==> config.mk <==
export PLATFORM = sky130hd
export DESIGN_NAME = camera_protector_i2c_target
export DESIGN_NICKNAME = d
export VERILOG_FILES = /design/src/logic/prot_i2c_pkg.sv /design/src/logic/prot_pin_filter.sv /design/src/logic/prot_regs.sv /design/src/logic/camera_protector_i2c_target.sv
export SDC_FILE = /design/constraint.sdc
export NUM_CORES = 1
export LEC_CHECK = 0
export ABC_AREA = 1
export BUFFER_PORTS_ARGS = -buffer_cell sky130_fd_sc_hd__buf_4
export CAP_MARGIN = 10
export CORE_ASPECT_RATIO = 1.5
export CORE_MARGIN = 4
export CORE_UTILIZATION = 50
export CTS_CLUSTER_DIAMETER = 120
export CTS_CLUSTER_SIZE = 10
export DETAILED_ROUTE_END_ITERATION = 10
export PLACE_DENSITY = 0.68
export SLEW_MARGIN = 20
export SYNTH_ARGS = -nofsm -noshare
export SYNTH_HDL_FRONTEND = slang
export SYNTH_SLANG_ARGS = --single-unit
==> constraint.sdc <==
create_clock -name ref_clk -period 2.2 [get_ports ref_clk]
set_input_delay 0.44 -clock ref_clk [delete_from_list [all_inputs] [get_ports ref_clk]]
set_output_delay 0.44 -clock ref_clk [all_outputs]
set_load 0.05 [all_outputs]
==> src/logic/prot_i2c_pkg.sv <==
// shared constants and types for the protection switch serial target
package prot_i2c_pkg;
  // timing
  localparam int CLK_PERIOD_NS = 5;
  localparam int SPIKE_NS = 50;
  localparam int SPIKE_CYCLES = (SPIKE_NS + CLK_PERIOD_NS - 1) / CLK_PERIOD_NS;
  // target address: fixed upper bits, factory middle bits, pin-selected lsb
  localparam logic [3:0] ADDR_UPPER = 4'h5;
  localparam logic [1:0] ADDR_MID = 2'h0;
  localparam logic [7:0] GENERAL_CALL = 8'h00;
  localparam logic [3:0] BYTE_BITS = 4'h8;
  // register indexes on the serial bus
  localparam logic [7:0] REG_MASK = 8'h00;
  localparam logic [7:0] REG_CONFIG = 8'h01;
  localparam logic [7:0] REG_IDENT = 8'h02;
  localparam logic [7:0] REG_STAT0 = 8'h03;
  localparam logic [7:0] REG_STAT1 = 8'h04;
  localparam logic [7:0] REG_STAT2 = 8'h05;
  localparam logic [7:0] MASK_RESET = 8'h00;
  localparam logic [7:0] CONFIG_RESET = 8'h1F;
  localparam logic [7:0] STAT_RESET = 8'h00;
  // mask field positions
  localparam int MASK_UV = 0;
  localparam int MASK_OV = 1;
  localparam int MASK_OC = 2;
  localparam int MASK_VIN = 3;
  localparam int MASK_VDD = 4;
  localparam int MASK_TS = 5;
  localparam int MASK_ACC = 6;
  // device-level status positions
  localparam int ST_UVDD = 0;
  localparam int ST_OVDD = 1;
  localparam int ST_UVIN = 2;
  localparam int ST_OVIN = 3;
  localparam int ST_ACC = 4;
  localparam int ST_ISET = 5;
  // per-channel status nibble positions
  localparam int CH_UV = 0;
  localparam int CH_OV = 1;
  localparam int CH_OC = 2;
  localparam int CH_TS = 3;
  localparam int NUM_CHAN = 4;

  typedef enum logic [3:0] {
    BUS_IDLE = 4'h0,
    BUS_ADDR = 4'h1,
    BUS_ADDR_ACK = 4'h2,
    BUS_REG = 4'h3,
    BUS_REG_ACK = 4'h4,
    BUS_WDATA = 4'h5,
    BUS_WDATA_ACK = 4'h6,
    BUS_RDATA = 4'h7,
    BUS_RDATA_ACK = 4'h8,
    BUS_IGNORE = 4'h9
  } bus_state_e;
endpackage

==> src/logic/prot_pin_filter.sv <==
// two-flop synchroniser and spike filter for asynchronous pins
`timescale 1ns/100ps
module prot_pin_filter #(
  parameter int W = 4,
  parameter int CNT = prot_i2c_pkg::SPIKE_CYCLES,
  parameter logic [W-1:0] RESET_LVL = '0
) (
  // clock, reset, enable
  input wire logic ref_clk,
  input wire logic reset,
  input wire logic clkEn,
  // pins in, clean levels out
  input wire logic [W-1:0] rawIn,
  output logic [W-1:0] level
);
  import prot_i2c_pkg::*;

  typedef struct packed {
    logic [W-1:0] s1;
    logic [W-1:0] s2;
    logic [W-1:0] lvl;
    logic [W-1:0][7:0] cnt;
  } filt_s;

  filt_s r, n;

  always_comb begin
    n = r;
    n.s1 = rawIn;
    n.s2 = r.s1;
    // a new level is taken only once it has stood for the whole spike window
    for (int i = 0; i < W; i++) begin
      if (r.s2[i] == r.lvl[i]) begin
        n.cnt[i] = 8'h00;
      end else if (r.cnt[i] == 8'(CNT - 1)) begin
        n.lvl[i] = r.s2[i];
        n.cnt[i] = 8'h00;
      end else begin
        n.cnt[i] = r.cnt[i] + 8'h01;
      end
    end
  end

  always_ff @(posedge ref_clk) begin
    if (reset) begin
      r <= '{s1: RESET_LVL, s2: RESET_LVL, lvl: RESET_LVL, cnt: '0};
    end else if (clkEn) begin
      r <= n;
    end
  end

  assign level = r.lvl;
endmodule // prot_pin_filter

==> src/logic/prot_regs.sv <==
// configuration, latched status and interrupt gating
`timescale 1ns/100ps
module prot_regs #(
  parameter logic [7:0] IDENT_VALUE = 8'h3C // arbitrary value
) (
  // clock, reset, enable
  input wire logic ref_clk,
  input wire logic reset,
  input wire logic clkEn,
  // access from the serial engine
  input wire logic wrStb,
  input wire logic rdStb,
  input wire logic [7:0] regAddr,
  input wire logic [7:0] wrData,
  output logic [7:0] rdData,
  // fault sources and results
  input wire logic [7:0] devFault,
  input wire logic [15:0] chanFault,
  output logic [3:0] cfgEnable,
  output logic intAsserted
);
  import prot_i2c_pkg::*;

  typedef struct packed {
    logic [7:0] mask;
    logic [7:0] cfg;
    logic [7:0] stat0;
    logic [7:0] stat1;
    logic [7:0] stat2;
    logic intAct;
  } regs_s;

  regs_s r, n;
  logic [15:0] chanStat;
  logic pend;

  assign chanStat = {r.stat2, r.stat1};

  always_comb begin
    pend = (r.stat0[ST_UVDD] | r.stat0[ST_OVDD]) & ~r.mask[MASK_VDD];
    pend = pend | ((r.stat0[ST_UVIN] | r.stat0[ST_OVIN]) & ~r.mask[MASK_VIN]);
    pend = pend | (r.stat0[ST_ACC] & ~r.mask[MASK_ACC]) | r.stat0[ST_ISET];
    for (int c = 0; c < NUM_CHAN; c++) begin
      pend = pend | (chanStat[4*c+CH_UV] & ~r.mask[MASK_UV]);
      pend = pend | (chanStat[4*c+CH_OV] & ~r.mask[MASK_OV]);
      pend = pend | (chanStat[4*c+CH_OC] & ~r.mask[MASK_OC]);
      pend = pend | (chanStat[4*c+CH_TS] & ~r.mask[MASK_TS]);
    end
  end

  always_comb begin
    n = r;
    // a read clears a status register; a fault present that cycle sets it again
    n.stat0 = ((rdStb && regAddr == REG_STAT0) ? STAT_RESET : r.stat0) | devFault; // RULE_24
    n.stat1 = ((rdStb && regAddr == REG_STAT1) ? STAT_RESET : r.stat1) | chanFault[7:0];
    n.stat2 = ((rdStb && regAddr == REG_STAT2) ? STAT_RESET : r.stat2) | chanFault[15:8];
    if (wrStb && regAddr == REG_MASK) begin
      n.mask = wrData;
    end
    if (wrStb && regAddr == REG_CONFIG) begin
      n.cfg = wrData; // RULE_20
    end
    n.intAct = pend; // RULE_24
  end

  always_comb begin
    case (regAddr)
      REG_MASK: rdData = r.mask;
      REG_CONFIG: rdData = r.cfg;
      REG_IDENT: rdData = IDENT_VALUE;
      REG_STAT0: rdData = r.stat0;
      REG_STAT1: rdData = r.stat1;
      REG_STAT2: rdData = r.stat2;
      default: rdData = 8'h00;
    endcase
  end

  always_ff @(posedge ref_clk) begin
    if (reset) begin
      r <= '{mask: MASK_RESET, cfg: CONFIG_RESET, stat0: STAT_RESET, stat1: STAT_RESET,
             stat2: STAT_RESET, intAct: 1'b0};
    end else if (clkEn) begin
      r <= n;
    end
  end

  assign cfgEnable = r.cfg[NUM_CHAN-1:0];
  assign intAsserted = r.intAct;
endmodule // prot_regs

==> src/logic/camera_protector_i2c_target.sv <==
// two-wire serial target port with enable edges and fault interrupt pin
// Notes on behaviour
// RULE_01 - one bit per clock period; data sampled while clock is high
// RULE_02 - data falling while clock high starts a new transfer
// RULE_03 - data rising while clock high is a stop; transfer ends, bus released
// RULE_04 - repeated start restarts address reception with no idle needed
// RULE_05 - every byte is eight bits plus a ninth acknowledge clock
// RULE_06 - stop aborts at any bit, unless in the same high pulse as start
// RULE_07 - the clock line is never held low by this block
// RULE_08 - the all-zero general call address is never acknowledged
// RULE_09 - first byte: seven address bits then direction bit in the lsb
// RULE_10 - direction one reads from the device, zero writes to it
// RULE_11 - the address byte is the first byte after every start
// RULE_12 - address is 0101 00 plus the address-select pin level
// RULE_13 - data line is input plus pull-low output, never driven high
// RULE_14 - clock line is an input only
// RULE_15 - the controller makes the clock, at most 1 MHz, and starts transfers
// RULE_16 - both serial inputs are spike filtered before any detection
// RULE_17 - both lines rest high and released when no transfer runs
// RULE_18 - enable rising starts soft-start; enable falling turns outputs off
// RULE_19 - interrupt pin is active low open drain, released when no fault
// RULE_20 - each channel is switched on or off by a register write
// RULE_21 - each accepted byte is acknowledged by pulling data low for the ninth clock
// RULE_22 - write frame: start, address+0, register index, data, stop
// RULE_23 - read frame: write of the index, repeated start, address+1, data, stop
// RULE_24 - interrupt stays asserted while unmasked latched faults remain unread
// RULE_25 - on address mismatch no acknowledge; ignore the bus until start or stop
`timescale 1ns/100ps
module camera_protector_i2c_target #(
  parameter int SPIKE_FILTER_CYCLES = prot_i2c_pkg::SPIKE_CYCLES,
  parameter logic [7:0] IDENT_VALUE = 8'h3C // arbitrary value
) (
  // clock, reset, enable
  input wire logic ref_clk,
  input wire logic reset,
  input wire logic clkEn,
  // serial bus pins
  input wire logic sclIn,
  input wire logic sdaIn,
  output logic sdaOut,
  output logic sdaOe,
  // straps and enable pin
  input wire logic addrSel,
  input wire logic enIn,
  // fault sources from the analog side
  input wire logic [7:0] devFault,
  input wire logic [15:0] chanFault,
  // interrupt pin
  output logic intOut,
  output logic intOe,
  // channel control
  output logic [prot_i2c_pkg::NUM_CHAN-1:0] chanOn,
  output logic softStart,
  output logic outputsOff,
  output logic busBusy
);
  import prot_i2c_pkg::*;

  typedef struct packed {
    bus_state_e state;
    // bits taken in the current byte; 8 marks the byte as complete
    logic [3:0] bitCnt;
    logic [7:0] shReg;
    logic [7:0] regPtr;
    logic rw;
    // high while this block pulls the data line low
    logic sdaLow;
    // previous filtered levels, for edge and condition detection
    logic sclPrev;
    logic sdaPrev;
    // set by a start until the next clock fall, so a stop in that pulse is ignored
    logic startHigh;
    logic enPrev;
    // one-cycle strobes towards the register block and the enable outputs, then the registered channel enables
    logic wrStb;
    logic rdStb;
    logic softStart;
    logic outOff;
    logic [NUM_CHAN-1:0] chanOn;
  } eng_s;

  eng_s r, n;
  logic [3:0] pinLvl;
  logic scl, sda, en, addrLvl;
  logic sclRise, sclFall, startCond, stopCond, enRise, enFall;
  logic [6:0] ownAddr;
  logic [7:0] rdData;
  logic [NUM_CHAN-1:0] cfgEnable;
  logic intAsserted;
  logic byteDone, addrHit, genCall;
  logic [NUM_CHAN-1:0] chanGate;

  // clock and data idle high, enable and strap low, until the filter settles
  prot_pin_filter #(
    .W(4),
    .CNT(SPIKE_FILTER_CYCLES),
    .RESET_LVL(4'h3)
  ) u_filter (
    .ref_clk(ref_clk),
    .reset(reset),
    .clkEn(clkEn),
    .rawIn({addrSel, enIn, sdaIn, sclIn}),
    .level(pinLvl)
  ); // RULE_16

  prot_regs #(
    .IDENT_VALUE(IDENT_VALUE)
  ) u_regs (
    .ref_clk(ref_clk),
    .reset(reset),
    .clkEn(clkEn),
    .wrStb(r.wrStb),
    .rdStb(r.rdStb),
    .regAddr(r.regPtr),
    .wrData(r.shReg),
    .rdData(rdData),
    .devFault(devFault),
    .chanFault(chanFault),
    .cfgEnable(cfgEnable),
    .intAsserted(intAsserted)
  );

  // the clock pin is only ever sampled; this block owns no driver that could hold it low
  assign scl = pinLvl[0]; // RULE_07 RULE_14
  assign sda = pinLvl[1];
  assign en = pinLvl[2];
  assign addrLvl = pinLvl[3];
  assign ownAddr = {ADDR_UPPER, ADDR_MID, addrLvl}; // RULE_12

  assign sclRise = scl & ~r.sclPrev;
  assign sclFall = ~scl & r.sclPrev;
  // both filtered lines carry the same delay, so their order is kept
  assign startCond = scl & r.sclPrev & ~sda & r.sdaPrev; // RULE_02
  assign stopCond = scl & r.sclPrev & sda & ~r.sdaPrev; // RULE_03
  // enable edges come from the filtered level, so a bounce inside the window gives no pulse
  assign enRise = en & ~r.enPrev;
  assign enFall = ~en & r.enPrev;
  assign byteDone = (r.bitCnt == BYTE_BITS); // RULE_05

  // the general call is refused on its own, whatever the strap makes of our address
  always_comb begin
    genCall = (r.shReg == GENERAL_CALL); // RULE_08
    addrHit = 1'b0;
    if (r.shReg[7:1] == ownAddr && !genCall) begin
      addrHit = 1'b1; // RULE_09
    end
  end

  // each channel follows its own enable bit, gated by the filtered enable pin
  for (genvar c = 0; c < NUM_CHAN; c++) begin : g_chan
    assign chanGate[c] = en & cfgEnable[c]; // RULE_20
  end

  always_comb begin
    n = r;
    n.sclPrev = scl;
    n.sdaPrev = sda;
    n.enPrev = en;
    n.wrStb = 1'b0;
    n.rdStb = 1'b0;
    n.softStart = enRise; // RULE_18
    n.outOff = enFall; // RULE_18
    n.chanOn = chanGate; // RULE_20

    if (startCond) begin
      // a repeated start lands here from any state, without a stop first
      n.state = BUS_ADDR; // RULE_04
      n.bitCnt = 4'h0; // RULE_11
      n.shReg = 8'h00;
      n.sdaLow = 1'b0;
      n.startHigh = 1'b1;
    end else if (stopCond && !r.startHigh) begin
      n.state = BUS_IDLE; // RULE_06
      n.bitCnt = 4'h0;
      n.sdaLow = 1'b0; // RULE_17
    end else if (sclRise) begin
      case (r.state)
        BUS_ADDR, BUS_REG, BUS_WDATA: begin
          if (r.bitCnt < BYTE_BITS) begin
            n.shReg = {r.shReg[6:0], sda}; // RULE_01
            n.bitCnt = r.bitCnt + 4'h1; // RULE_05
          end
        end

        BUS_RDATA: begin
          n.bitCnt = r.bitCnt + 4'h1; // RULE_05
        end

        default: begin
        end
      endcase
    end else if (sclFall) begin
      n.startHigh = 1'b0;
      case (r.state)
        BUS_ADDR: begin
          if (byteDone) begin
            if (addrHit) begin
              n.rw = r.shReg[0]; // RULE_09
              n.sdaLow = 1'b1; // RULE_21
              n.state = BUS_ADDR_ACK;
            end else begin
              n.state = BUS_IGNORE; // RULE_25
            end
          end
        end

        BUS_ADDR_ACK: begin
          n.bitCnt = 4'h0;
          if (r.rw) begin
            // read: first bit goes out on this same falling edge
            // the byte is copied here; its read-clear lands a cycle later, after the copy
            n.sdaLow = ~rdData[7]; // RULE_10
            n.shReg = {rdData[6:0], 1'b0};
            n.rdStb = 1'b1; // RULE_23
            n.state = BUS_RDATA;
          end else begin
            // write: the next byte names the register
            n.sdaLow = 1'b0;
            n.state = BUS_REG; // RULE_22
          end
        end

        BUS_REG: begin
          if (byteDone) begin
            // index kept for the data byte and for a following read
            n.regPtr = r.shReg;
            n.sdaLow = 1'b1; // RULE_21
            n.state = BUS_REG_ACK;
          end
        end

        BUS_REG_ACK: begin
          n.sdaLow = 1'b0;
          n.bitCnt = 4'h0;
          n.state = BUS_WDATA;
        end

        BUS_WDATA: begin
          if (byteDone) begin
            n.sdaLow = 1'b1; // RULE_21
            n.wrStb = 1'b1; // RULE_22
            n.state = BUS_WDATA_ACK;
          end
        end

        BUS_WDATA_ACK: begin
          // further data bytes land in the following registers
          n.sdaLow = 1'b0;
          n.bitCnt = 4'h0;
          n.regPtr = r.regPtr + 8'h01;
          n.state = BUS_WDATA;
        end

        BUS_RDATA: begin
          if (byteDone) begin
            n.sdaLow = 1'b0;
            n.state = BUS_RDATA_ACK;
          end else begin
            n.sdaLow = ~r.shReg[7]; // RULE_13
            n.shReg = {r.shReg[6:0], 1'b0};
          end
        end

        BUS_RDATA_ACK: begin
          // a single byte per read frame; the rest waits for stop or start
          n.state = BUS_IGNORE;
        end

        BUS_IGNORE: begin
          // not addressed, or read byte done: stay off the line until the next start or stop
          n.sdaLow = 1'b0; // RULE_25
        end

        default: begin
          n.sdaLow = 1'b0;
        end
      endcase
    end
  end

  // clkEn low holds every bit of state, filters and strobes included
  always_ff @(posedge ref_clk) begin
    if (reset) begin
      r <= '{state: BUS_IDLE, bitCnt: 4'h0, shReg: 8'h00, regPtr: 8'h00, rw: 1'b0,
             sdaLow: 1'b0, sclPrev: 1'b1, sdaPrev: 1'b1, startHigh: 1'b0, enPrev: 1'b0,
             wrStb: 1'b0, rdStb: 1'b0, softStart: 1'b0, outOff: 1'b0, chanOn: '0};
    end else if (clkEn) begin
      r <= n;
    end
  end

  // open drain: the driven value is always low, only the enable moves
  assign sdaOut = 1'b0; // RULE_13
  assign sdaOe = r.sdaLow; // RULE_13
  assign intOut = 1'b0; // RULE_19
  // the pin enable comes straight from a register, so the interrupt line cannot glitch
  assign intOe = intAsserted; // RULE_19
  assign chanOn = r.chanOn;
  // enable pulses last one cycle each
  assign softStart = r.softStart;
  assign outputsOff = r.outOff;
  assign busBusy = (r.state != BUS_IDLE);
endmodule // camera_protector_i2c_target

== Yosys cells after proc, flatten, opt, wreduce, memory -nomap -nowiden ==
Cells that the tools add are included.
Storage, ports and cells
  output and inout bits: 11
  bits in read-only memories: 0
  register bits after elaboration: 123
  memories kept: 0
  input bits: 31
  logic and storage cells: 257
  bits in latches: 0
  bits in writable memories: 0
Operators by class
  reduce and logical (&&, ||, !) cells: 37
  bitwise gates (word level): 78
  $lt $le $gt $ge: 1
  divide/modulo/power cells: 0
  $mul: 0
  muxes and demuxes: 62
  shifts and indexed selects: 0
  add/sub/neg operators: 6
  equality and inequality tests: 42
Operators by type and width (number)
  2-to-1 mux 8 bit: 16
  case mux 8 bit (6 select lines): 1
  adder 8 x 1 -> 8 bit (second input constant): 5
  bitwise AND 1 bit: 32
  equality test 8 x 4 -> 1 bit (second input constant): 4
  case mux 8 bit (2 select lines): 2
  2-to-1 mux 4 bit: 7
  inequality test 4 bit (second input constant): 7
  case mux 4 bit (7 select lines): 1
  2-to-1 mux 26 bit: 1
  2-to-1 mux 12 bit: 2
  OR 8 bit: 3
  AND reduction 8 bit: 3
  2-to-1 mux 2 bit: 11
  inverter 1 bit: 22
  OR 1 bit: 21
  2-to-1 mux 17 bit: 1
  equality test 4 x 3 -> 1 bit (second input constant): 4
  equality test 8 x 2 -> 1 bit (second input constant): 2
  equality test 8 x 3 -> 1 bit (second input constant): 2
  zero test 8 bit: 2
  2-to-1 mux 16 bit: 1
  nonzero test 4 bit: 4
  2-to-1 mux 1 bit: 15
  other kinds (32): 57

== Depth between registers and ports, before layout ==
Gate-level depths: netlist of run 1.
  depth after elaboration: 21
  depth in mapped cells: 13
  mapped depth without buffers: 13

== By module ==
Synthesis of run 1 repeated with hierarchy kept, for this count alone.
Unflattened totals
  cell total of the unflattened synthesis: 1053
  area, all modules: 6965.4 sq um
By module, submodules not included
  camera_protector_i2c_target: seq. area each 760.7 sq um, times used 1, area each 2472.4 sq um, cells an instance 389
  prot_pin_filter: seq. area each 880.8 sq um, times used 1, area each 2249.7 sq um, cells an instance 332
  prot_regs: seq. area each 820.8 sq um, times used 1, area each 2243.4 sq um, cells an instance 332

== Worst setup path before layout of run 1 ==
OpenSTA, ideal clock, no wires.
  path kind: flip-flop to flip-flop
  from: register u_filter.r (netlist bit u_filter.level[0])
  to: register r[29] in the netlist's numbering
  library setup time: 0.128 ns
  arrival: 1.530 ns
  period minus slack after synthesis: 1.658 ns
  data required time: 2.072 ns
  stages on the path, launching flop included: 13
  path slack: 0.542 ns
  buffers on the path: 0
  cells stage by stage: dfxtp_1 > ha_1 > nand2_1 > nor2_4 > nor2_1 > nand3_1 > o21ai_0 > nor2_4 > nand2_4 > clkinv_4 > nor2_1 > nor2_1 > nor2_1
Between the ends
  word-level cells in the longest chain between the ends: 6
  elaborated cells on any way between the ends: 20
  classes of those cells: eq/ne (5); mux (3); bitwise (8); reduce/logical (4)
RTL lines
  start: declaration: RTL line prot_pin_filter.sv:25  | filt_s r, n;
  start signal: assignment: RTL line prot_pin_filter.sv:46  | r <= '{s1: RESET_LVL, s2: RESET_LVL, lvl: RESET_LVL, cnt: '0};
  start signal: assignment: RTL line prot_pin_filter.sv:48  | r <= n;
  bitwise AND 1 bit: RTL line camera_protector_i2c_target.sv:133, camera_protector_i2c_target.sv:134
  bitwise AND 1 bit (2 in a row): RTL line camera_protector_i2c_target.sv:134  | assign stopCond = scl & r.sclPrev & sda & ~r.sdaPrev;
  logical AND 1 bit: RTL line camera_protector_i2c_target.sv:172  | end else if (stopCond && !r.startHigh) begin
  inequality test 2 bit (no source line)
  AND reduction 8 bit (no source line)
  end signal: assignment: RTL line camera_protector_i2c_target.sv:284  | r <= '{state: BUS_IDLE, bitCnt: 4'h0, shReg: 8'h00, regPtr: 8'h00, rw: 1'b0,
  end signal: assignment: RTL line camera_protector_i2c_target.sv:288  | r <= n;
  end: declaration: RTL line camera_protector_i2c_target.sv:82  | eng_s r, n;
Parallel ways exist; a longest one is shown, timed or not. The select of a mux whose other input is x is not followed.
A chain may end at the register's enable or synchronous reset.

== Worst setup path after layout of run 1 ==
  from: register u_filter.r (netlist bit u_filter.level[0])
  to: register r[31] in the netlist's numbering
Between the ends
  word-level cells in the longest chain between the ends: 6
  elaborated cells on any way between the ends: 17
  classes of those cells: eq/ne (2); mux (3); bitwise (8); reduce/logical (4)
RTL lines (RTL line)
  bitwise AND 1 bit: camera_protector_i2c_target.sv:133, camera_protector_i2c_target.sv:134
  bitwise AND 1 bit (2 in a row): camera_protector_i2c_target.sv:134
  logical AND 1 bit: camera_protector_i2c_target.sv:172
  inequality test 5 x 1 -> 1 bit (no source line), or another cell as far along
  AND reduction 5 bit (no source line) or 2-to-1 mux 16 bit (tied branches)
Parallel ways exist; a longest one is shown, timed or not.

==> impl_metrics.ini, run 1 <==
[run_status]
status = finished, final reports clean

[synth]
synth_seq_area_share = 0.378
synth_common_cells = nand2_1, dfxtp_1, nor2_1
synth.most_common_cell = nand2_1
ys.warnings.count = 0
avgSynthCellArea_um2 = 6.76
synth.distinct_cells = 49
yosys.area.top_type_share = 0.378
async_flop_share = 0
synth.area.top_cells = dfxtp_1, nand2_1, a21oi_1
yosys_register_bits = 123
synth_ff_type = dfxtp_1
synth_area_leader_cell = dfxtp_1
netlist_area_um2 = 6520
synthCells = 964
synth_edf_count = 0

[floorplan]
dieArea_um2 = 15000
core-area_um2 = 12600
rows = 50
pin_count = 42
dieWidth_um = 101
start_util = 0.516
die_h_um = 148

[setup_path]
cp-end-kind = flip-flop
cp-start-kind = flip-flop
worstPathRequired_ps = 2500
critPathKind = reg2reg
cp_max_fo = 6
cp_data_arrival_time_ps = 2210
reg2reg_depth = 10

[power_and_ir_drop]
p_total_uw = 5370
ir_drop_uv = 426
leakage_uw = 0.00311
p_per_area_nw_per_um2 = 718

[clock_network]
cts_num_sinks = 123
insertion_delay_ps = 410
cts_buffers = 17
cts-root-buf = clkbuf_16
clock_path_buffers = 2
hold_buffers = 0
post_cts_buffers = 0
ctsHtreeMaxLevel = 4
cts_resized = 0
clkSlewWorstSetupHoldPaths_ps = 50
cts_tree = yes

[routing]
wl_um = 16300
first_iter_violations = 333
drc = 0
vias = 6158
detail_route.wl_per_cell_um = 14.0
dr.pass1.iters = 5
drtAntennaViolNets = 0
routed_via_density = 5.29

[sta]
slew_viol_final = 0
final.setup.tns_ps = 0
period_share = 0.869
hold_slack_ps = 246
tightest_slew_ps = 580
finClkSkew_ps = 6.53
relSlewSlack = 0.614
setup_viol = 0
finalHoldViolCount = 0
rsz0062_at_grt = no
final.min_clock_period_ps = 1910
fmax_ghz = 0.523

[placed_design]
numPortBuffers = 39
gp_congestion = 0.918
dpl.hpwl_um = 11900

[grt]
grt_max_degree = 54
grt_overflow_total = 0
grt_antenna_before_repair = 0
grt_pass1_vias = 5861
grt.total_usage = 0.228
grt_pass1_wl_um = 27500

[flow_run]
cap_violations = 0

[finish]
n_antenna_cell = 0
synthToLayoutAreaGrowth_pct = 14.9
drive_above_1_share = 0.126
postLayoutCoreUtil = 0.592
nets = 1045

[worst_hold_path]
min_path_type = in2reg
min_delay_path_depth = 3
[layer usage]
metal,vias to the layer above,routed length [um],GRT usage,part of all wire
li1,3218,-,-,-
met1,2768,6860,0.269,0.42
met2,138,8290,0.401,0.51
met3,34,587,0.0411,0.036
met4,0,520,0.0945,0.032
met5,-,0,0,0
[through the flow]
step / instance area [um2] / std cells / setup WS [ps]
2_1_floorplan: 6520 / 965 / 542
3_3_place_gp: 6920 / 1134 / 322
3_5_place_dp: 6920 / 1134 / 314
4_1_cts: 7490 / 1165 / 317
5_1_grt: 7490 / 1165 / 56.3
6_report: 7490 / 1165 / 289
[critical path, stage by stage (launching register included)]
cell and delay [ps]:
dfxtp_1 400, ha_1 330, inv_1 200, nor2_2 220, nand3_1 90, o21ai_1 170
inv_2 80, nand2_2 110, nand2_1 60, o21ai_0 70, nor2_1 50
[state kept, by name, summed over array words and instances (netlist names), 4 cells and up]
| name | count |
|---|---|
| u_filter.n | 4 |
| chanOn | 4 |
| u_regs.chanStat | 16 |
| u_filter.level | 4 |
| u_filter.r | 36 |
| r | 31 |
| u_regs.cfgEnable | 4 |
| u_regs.r | 20 |
[layout by cell type (no fill, tap or decap), types with 10 or more instances in the layout]
cell       count
nand2_1      230
dfxtp_1      123
nor2_1       114
a21oi_1       94
inv_1         88
nand3_1       72
o21ai_0       54
buf_4         48
nor3_1        17
ha_1          17
clkbuf_16     17
inv_2         12
nand4_1       10
nor2_2        10
o22ai_1       10
[kinds of logic after synthesis]
logic type | after synthesis | share of synthesized area
adders and majority gates | 17 | 0.0326
and+or+nand+nor | 494 | 0.343
DFF | 123 | 0.378
xor gates and xnor gates | 4 | 0.00538
buffers and inverters | 139 | 0.0864
other | 1 | 0.000575
AOI/OAI and AO/OA | 186 | 0.155
[path summary, 6_finish.rpt]
check	start	end	slack [ps]
worst min register to register	u_regs.r[23]$_SDFFE_PP0P_	u_regs.r[23]$_SDFFE_PP0P_	460
worst min-delay path	sdaIn	u_filter.n[37]$_SDFFE_PP1P_	250
worst max-delay path	u_filter.level[0]$_SDFFE_PP1P_	r[31]$_SDFFE_PP0P_	290
worst max register to register	u_filter.level[0]$_SDFFE_PP1P_	r[31]$_SDFFE_PP0P_	290
[power breakdown]
part	switching, uW	internal (uW)	leakage [uW]	total (uW)
clock	944	1720	0.000274	2660
sequential	53.2	2280	0.00100	2340
combinational	236	140	0.00183	376
total	1230	4140	0.00311	5370
[cell type report]
type | count | area [um2]
Fill cell | 1246 | 5150
Multi-Input combinational cell | 703 | 3490
Sequential cell | 123 | 2460
Clock buffer | 24 | 472
Inverter | 103 | 392
Timing Repair Buffer | 49 | 380
Tap cell | 156 | 195
Clock inverter | 7 | 91.3
No activity file was read; power rests on OpenSTA's default activity.
==> run 2, diff against run 1 <==
--- a/config.mk
+++ b/config.mk
@@ -8,13 +8,15 @@
 export ABC_AREA = 1
 export BUFFER_PORTS_ARGS = -buffer_cell sky130_fd_sc_hd__buf_4
 export CAP_MARGIN = 10
+export CELL_PAD_IN_SITES_DETAIL_PLACEMENT = 2
+export CELL_PAD_IN_SITES_GLOBAL_PLACEMENT = 2
 export CORE_ASPECT_RATIO = 1.5
 export CORE_MARGIN = 4
-export CORE_UTILIZATION = 50
+export CORE_UTILIZATION = 34
 export CTS_CLUSTER_DIAMETER = 120
 export CTS_CLUSTER_SIZE = 10
 export DETAILED_ROUTE_END_ITERATION = 10
-export PLACE_DENSITY = 0.68
+export PLACE_DENSITY_LB_ADDON = 0.1
 export SLEW_MARGIN = 20
 export SYNTH_ARGS = -nofsm -noshare
 export SYNTH_HDL_FRONTEND = slang
==> run 2 against run 1 <==
Effect of this change:
- clock skew barely moved
- register-to-register slack got worse by 60 ps
- sequential share of layout area fell by 0.88 points
- core utilization fell by 18 points
- worst setup slack got worse by 60 ps
- non-clock buffer count rose by 9
- flip-flop and latch count did not move
- final area rose by 2.8%
- via count rose by 7.9%
- final cell count rose by 9.0%
- routed wire length rose by 39%
- combinational power rose by 7.2%
==> impl_metrics.ini, run 2 (synthesis results as in run 1) <==
[clock_network]
post_cts_buffers = 0
ctsHtreeMaxLevel = 4
cts_tree = yes
clkSlewWorstSetupHoldPaths_ps = 60
clock_path_buffers = 2
cts_resized = 0
hold_buffers = 0
cts_num_sinks = 123
cts-root-buf = clkbuf_16
cts_buffers = 17
insertion_delay_ps = 420

[finish]
fillers = 2233
largest_reg_flops = 36
design_area_um2 = 7690
final_common_cell = nand2_1
nets = 1054
regMostFlops = u_filter.r
final_cell_mix = nand2_1, dfxtp_1, nor2_1, a21oi_1, inv_1
synthToLayoutAreaGrowth_pct = 18.1
top_regs = u_filter.r (36), r (31), u_regs.r (20)
n_antenna_cell = 0
drive_above_1_share = 0.139

[routing]
drtAntennaViolNets = 0
drc = 0
dr.pass1.iters = 4
routed_via_density = 5.23
detail_route.wl_per_cell_um = 17.8
first_iter_violations = 175
wl_um = 22600
vias = 6647

[power_and_ir_drop]
p_per_area_nw_per_um2 = 722
leakage_uw = 0.00315
ir_drop_uv = 517

[placed_design]
numPortBuffers = 39
dpl.hpwl_um = 16500
dpl_cell_area_um2 = 7110
gp_congestion = 0.850

[grt]
grt_pass1_vias = 7259
grt_max_degree = 53
grt_antenna_before_repair = 0
grt_pass1_wl_um = 36700
grt.total_usage = 0.216
grt_overflow_total = 0

[sta]
finClkSkew_ps = 6.23
slew_viol_final = 0
tightest_slew_ps = 576
final.min_clock_period_ps = 1970
rsz0062_at_grt = no
final.setup.tns_ps = 0
fmax_ghz = 0.507
setup_viol = 0
finalHoldViolCount = 0
period_share = 0.896
relSlewSlack = 0.612

[floorplan]
start_util = 0.348
die_h_um = 178
dieArea_um2 = 21500
rows = 61
core-area_um2 = 18700
dieWidth_um = 121
pin_count = 42

[worst_hold_path]
min_path_type = in2reg

[run_status]
status = finished, final reports clean

[flow_run]
cap_violations = 0

[setup_path]
cp-start-kind = flip-flop
critPathKind = reg2reg
cp_data_arrival_time_ps = 2270
cp-end-kind = flip-flop
worstPathRequired_ps = 2500
cp_max_fo = 8
[run 2: changes by cell type in the layout (fill, tap and decap cells not counted), sizes merged]
cell / delta
clkbuf: -5
buf: +9
clkinvlp: +3
clkinv: +2
[run 2: where the power goes]
group	switching [uW]	total [uW]	internal, uW
clock	1100	2810	1710
combinational	259	403	144
sequential	56.6	2340	2280
[run 2: final timing paths]
check | start | endpoint | slack (ps) | cells past startpoint
hold reg to reg | sdaOe$_SDFFE_PP0P_ | sdaOe$_SDFFE_PP0P_ | 470 | 2
setup / recovery | u_filter.level[0]$_SDFFE_PP1P_ | r[36]$_SDFFE_PP0P_ | 230 | 10
hold / removal | sdaIn | u_filter.n[37]$_SDFFE_PP1P_ | 230 | 3
setup reg to reg | u_filter.level[0]$_SDFFE_PP1P_ | r[36]$_SDFFE_PP0P_ | 230 | 10
[run 2: worst max-delay path, stage by stage (launching register included)]
cell	delay [ps]
dfxtp_1	420
ha_1	220
nand2_1	100
nor2_4	210
inv_2	90
nand2_1	130
inv_2	90
o21ai_2	80
nand2_1	180
o21ai_0	250
a21oi_1	70
[run 2: metrics by stage]
stage          worst slack, ps   util  total power, uW  hold WS, ps  instances
2_1_floorplan              542      -             2630          429        965
3_3_place_gp               283  0.380             2780          448       1239
3_5_place_dp               223  0.380             2790          455       1239
4_1_cts                    156  0.411             5620          229       1270
5_1_grt                   3.26  0.411             5790          242       1270
6_report                   228  0.411             5560          235       1270
[run 2: final cells by class]
class	count	area, um2	share of cell area
Sequential cell	123	2460	0.320
Tap cell	252	315	0.0410
Inverter	103	392	0.0509
Timing Repair Buffer	58	448	0.0582
Clock buffer	19	453	0.0589
Multi-Input combinational cell	703	3500	0.455
Clock inverter	12	124	0.0161
[run 2: routing by layer]
metal  track usage  routed length, um  vias to the layer above
met5             0                  0                        -
met4        0.0893                670                        0
met3        0.0281                427                       37
met2         0.423              12400                       85
met1         0.228               9140                     3285
li1              -                  -                     3240
==> run 3, diff against run 2 <==
--- a/config.mk
+++ b/config.mk
@@ -16,6 +16,7 @@
 export CTS_CLUSTER_DIAMETER = 120
 export CTS_CLUSTER_SIZE = 10
 export DETAILED_ROUTE_END_ITERATION = 10
+export GPL_TIMING_DRIVEN = 0
 export PLACE_DENSITY_LB_ADDON = 0.1
 export SLEW_MARGIN = 20
 export SYNTH_ARGS = -nofsm -noshare
==> run 3 against run 2 <==
Effect of this change:
- final cell count is 1.3% higher
- global-route usage up 1.8 points
- register-to-register slack got worse by 90 ps
- total power up 2.9%
- via count increased by 1.1%
- final area grew 0.59%
- die area unchanged
- critical endpoint is now r[31]$_SDFFE_PP0P_
==> impl_metrics.ini, run 3 (synthesis results as in run 1) <==
[run_status]
status = finished, final reports clean

[worst_hold_path]
whs_endpoint = u_filter.n[36]$_SDFFE_PP1P_
min_path_type = in2reg
min_delay_path_depth = 3
hold_path_startpoint = sclIn

[setup_path]
worstPathCellList = ha_1, nand2_1, nor2_4, inv_2, nand3_2, o22ai_1, nor2_4, nand2_2, o21ai_1, nor2_1
cp-start-kind = flip-flop
slowest_delay_ps = 420
cp_data_arrival_time_ps = 2370
r2r_start = u_filter.level[0]$_SDFFE_PP1P_
critPathKind = reg2reg
cp_max_fo = 6
cpLargestDelayFamily = simple AND/OR/NAND/NOR gates
worstPathRequired_ps = 2500
r2r_slack_ps = 130
critical-path-slowest-cell = dfxtp_1
cp-end-kind = flip-flop
reg2reg_depth = 10
crit_top_cell = nor2_4
worstReg2RegEnd = r[31]$_SDFFE_PP0P_
path_buf_inv = 1

[finish]
postLayoutCoreUtil = 0.414
nets = 1070
synthToLayoutAreaGrowth_pct = 18.8
multi_input_area_um2 = 3500
n_antenna_cell = 0
largest_reg_flops = 36
top_regs = u_filter.r (36), r (31), u_regs.r (20)
regMostFlops = u_filter.r
drive_above_1_share = 0.129
final_cell_mix = nand2_1, dfxtp_1, nor2_1, a21oi_1, inv_1
seqCellArea_um2 = 2460
final_common_cell = nand2_1
fillers = 2329

[routing]
wl_met3_um = 453
first_iter_violations = 260
drtAntennaViolNets = 0
topRoutingLayerUsed = met4
drt-met1-wl_um = 9590
drc = 0
dr.pass1.iters = 4
detail_route.wl_per_cell_um = 19.0
wl_um = 24400
routed_via_density = 5.22
vias = 6723
wl_met2_um = 13800

[grt]
grt_max_degree = 17
grt_antenna_before_repair = 0
grt_pass1_vias = 7402
grt.total_usage = 0.235
grt_overflow_total = 0
grt_pass1_wl_um = 39000

[clock_network]
cts_tree = yes
cts_buffers = 17
clock_path_buffers = 2
ctsHtreeMaxLevel = 4
hold_buffers = 0
cts_num_sinks = 123
clkSlewWorstSetupHoldPaths_ps = 60
insertion_delay_ps = 430
cts-root-buf = clkbuf_16

[sta]
hold_slack_ps = 241
tightest_slew_ps = 793
final.min_clock_period_ps = 2070
finalHoldViolCount = 0
finClkSkew_ps = 8.38
setup_viol = 0
rsz0062_at_grt = no
relSlewSlack = 0.471
period_share = 0.939
slew_viol_final = 0
fmax_ghz = 0.484

[placed_design]
dpl.hpwl_um = 18400
numPortBuffers = 37
gp_congestion = 0.791

[flow_run]
cap_violations = 0

[power_and_ir_drop]
ir_drop_uv = 479
p_per_area_nw_per_um2 = 739
leakage_uw = 0.00317

[floorplan]
start_util = 0.348
core-area_um2 = 18700
dieArea_um2 = 21500
die_h_um = 178
pin_count = 42
dieWidth_um = 121
rows = 61
## run 3: cell count changes in the layout (fill, tap and decap cells not counted), sizes merged
cell / before / now
bufinv: 2 / 3
clkinv: 9 / 8
inv: 100 / 101
buf: 58 / 55
clkbuf: 19 / 41
clkinvlp: 4 / 1
## run 3: final cells by class
class / count / area share
flip-flops and latches: 123 / 0.318
multi-input cells: 703 / 0.452
well taps: 252 / 0.0407
plain buffers: 36 / 0.0222
clock inverters: 10 / 0.0179
inverters: 103 / 0.0506
clock buffers: 22 / 0.0613
repair buffers: 38 / 0.0369
## run 3: worst register-to-register path, stage by stage (launching register included)
cell and delay, ps:
dfxtp_1 420, ha_1 230, nand2_1 110, nor2_4 210, inv_2 90, nand3_2 140, o22ai_1 140, nor2_4 160
nand2_2 120, o21ai_1 240, nor2_1 90
## run 3: worst max path at each step
stage / start / to / cells after the start
finish: u_filter.level[0]$_SDFFE_PP1P_ / r[31]$_SDFFE_PP0P_ / 10
global route: u_filter.level[0]$_SDFFE_PP1P_ / r[31]$_SDFFE_PP0P_ / 10
CTS: r[11]$_SDFFE_PP1P_ / r[27]$_SDFFE_PP0P_ / 12
detailed placement: clkEn / chanOn[0]$_SDFFE_PP0P_ / 5
global placement: clkEn / chanOn[0]$_SDFFE_PP0P_ / 5
floorplan: u_filter.level[0]$_SDFFE_PP1P_ / r[29]$_SDFFE_PP0P_ / 12
## run 3: layer usage
metal | track usage | up-vias
li1 | - | 3273
met1 | 0.244 | 3334
met2 | 0.471 | 80
met3 | 0.0284 | 36
met4 | 0.0836 | 0
met5 | 0 | -
## run 3: where the power goes
group / switching [uW] / total, uW / internal [uW]
sequential: 54.0 / 2340 / 2280
clock: 1080 / 2950 / 1870
combinational: 289 / 427 / 138
total: 1420 / 5720 / 4290
## run 3: repair_timing
action                                  4_1_cts  5_1_grt
endpoints found under the setup margin        0       11
resized for setup                             0        3
buffers inserted                              0        1
## run 3: through the flow
step	setup TNS, ps	cells	power, uW	cell area (um2)	worst slack [ps]
finish	0	1287	5720	7740	134
global route	0	1287	5920	7740	12.5
CTS	0	1286	5780	7730	79.5
detailed placement	-1710	1254	2810	7110	-178
global placement	-552	1254	2800	7110	-108
floorplan	0	965	2630	6520	542
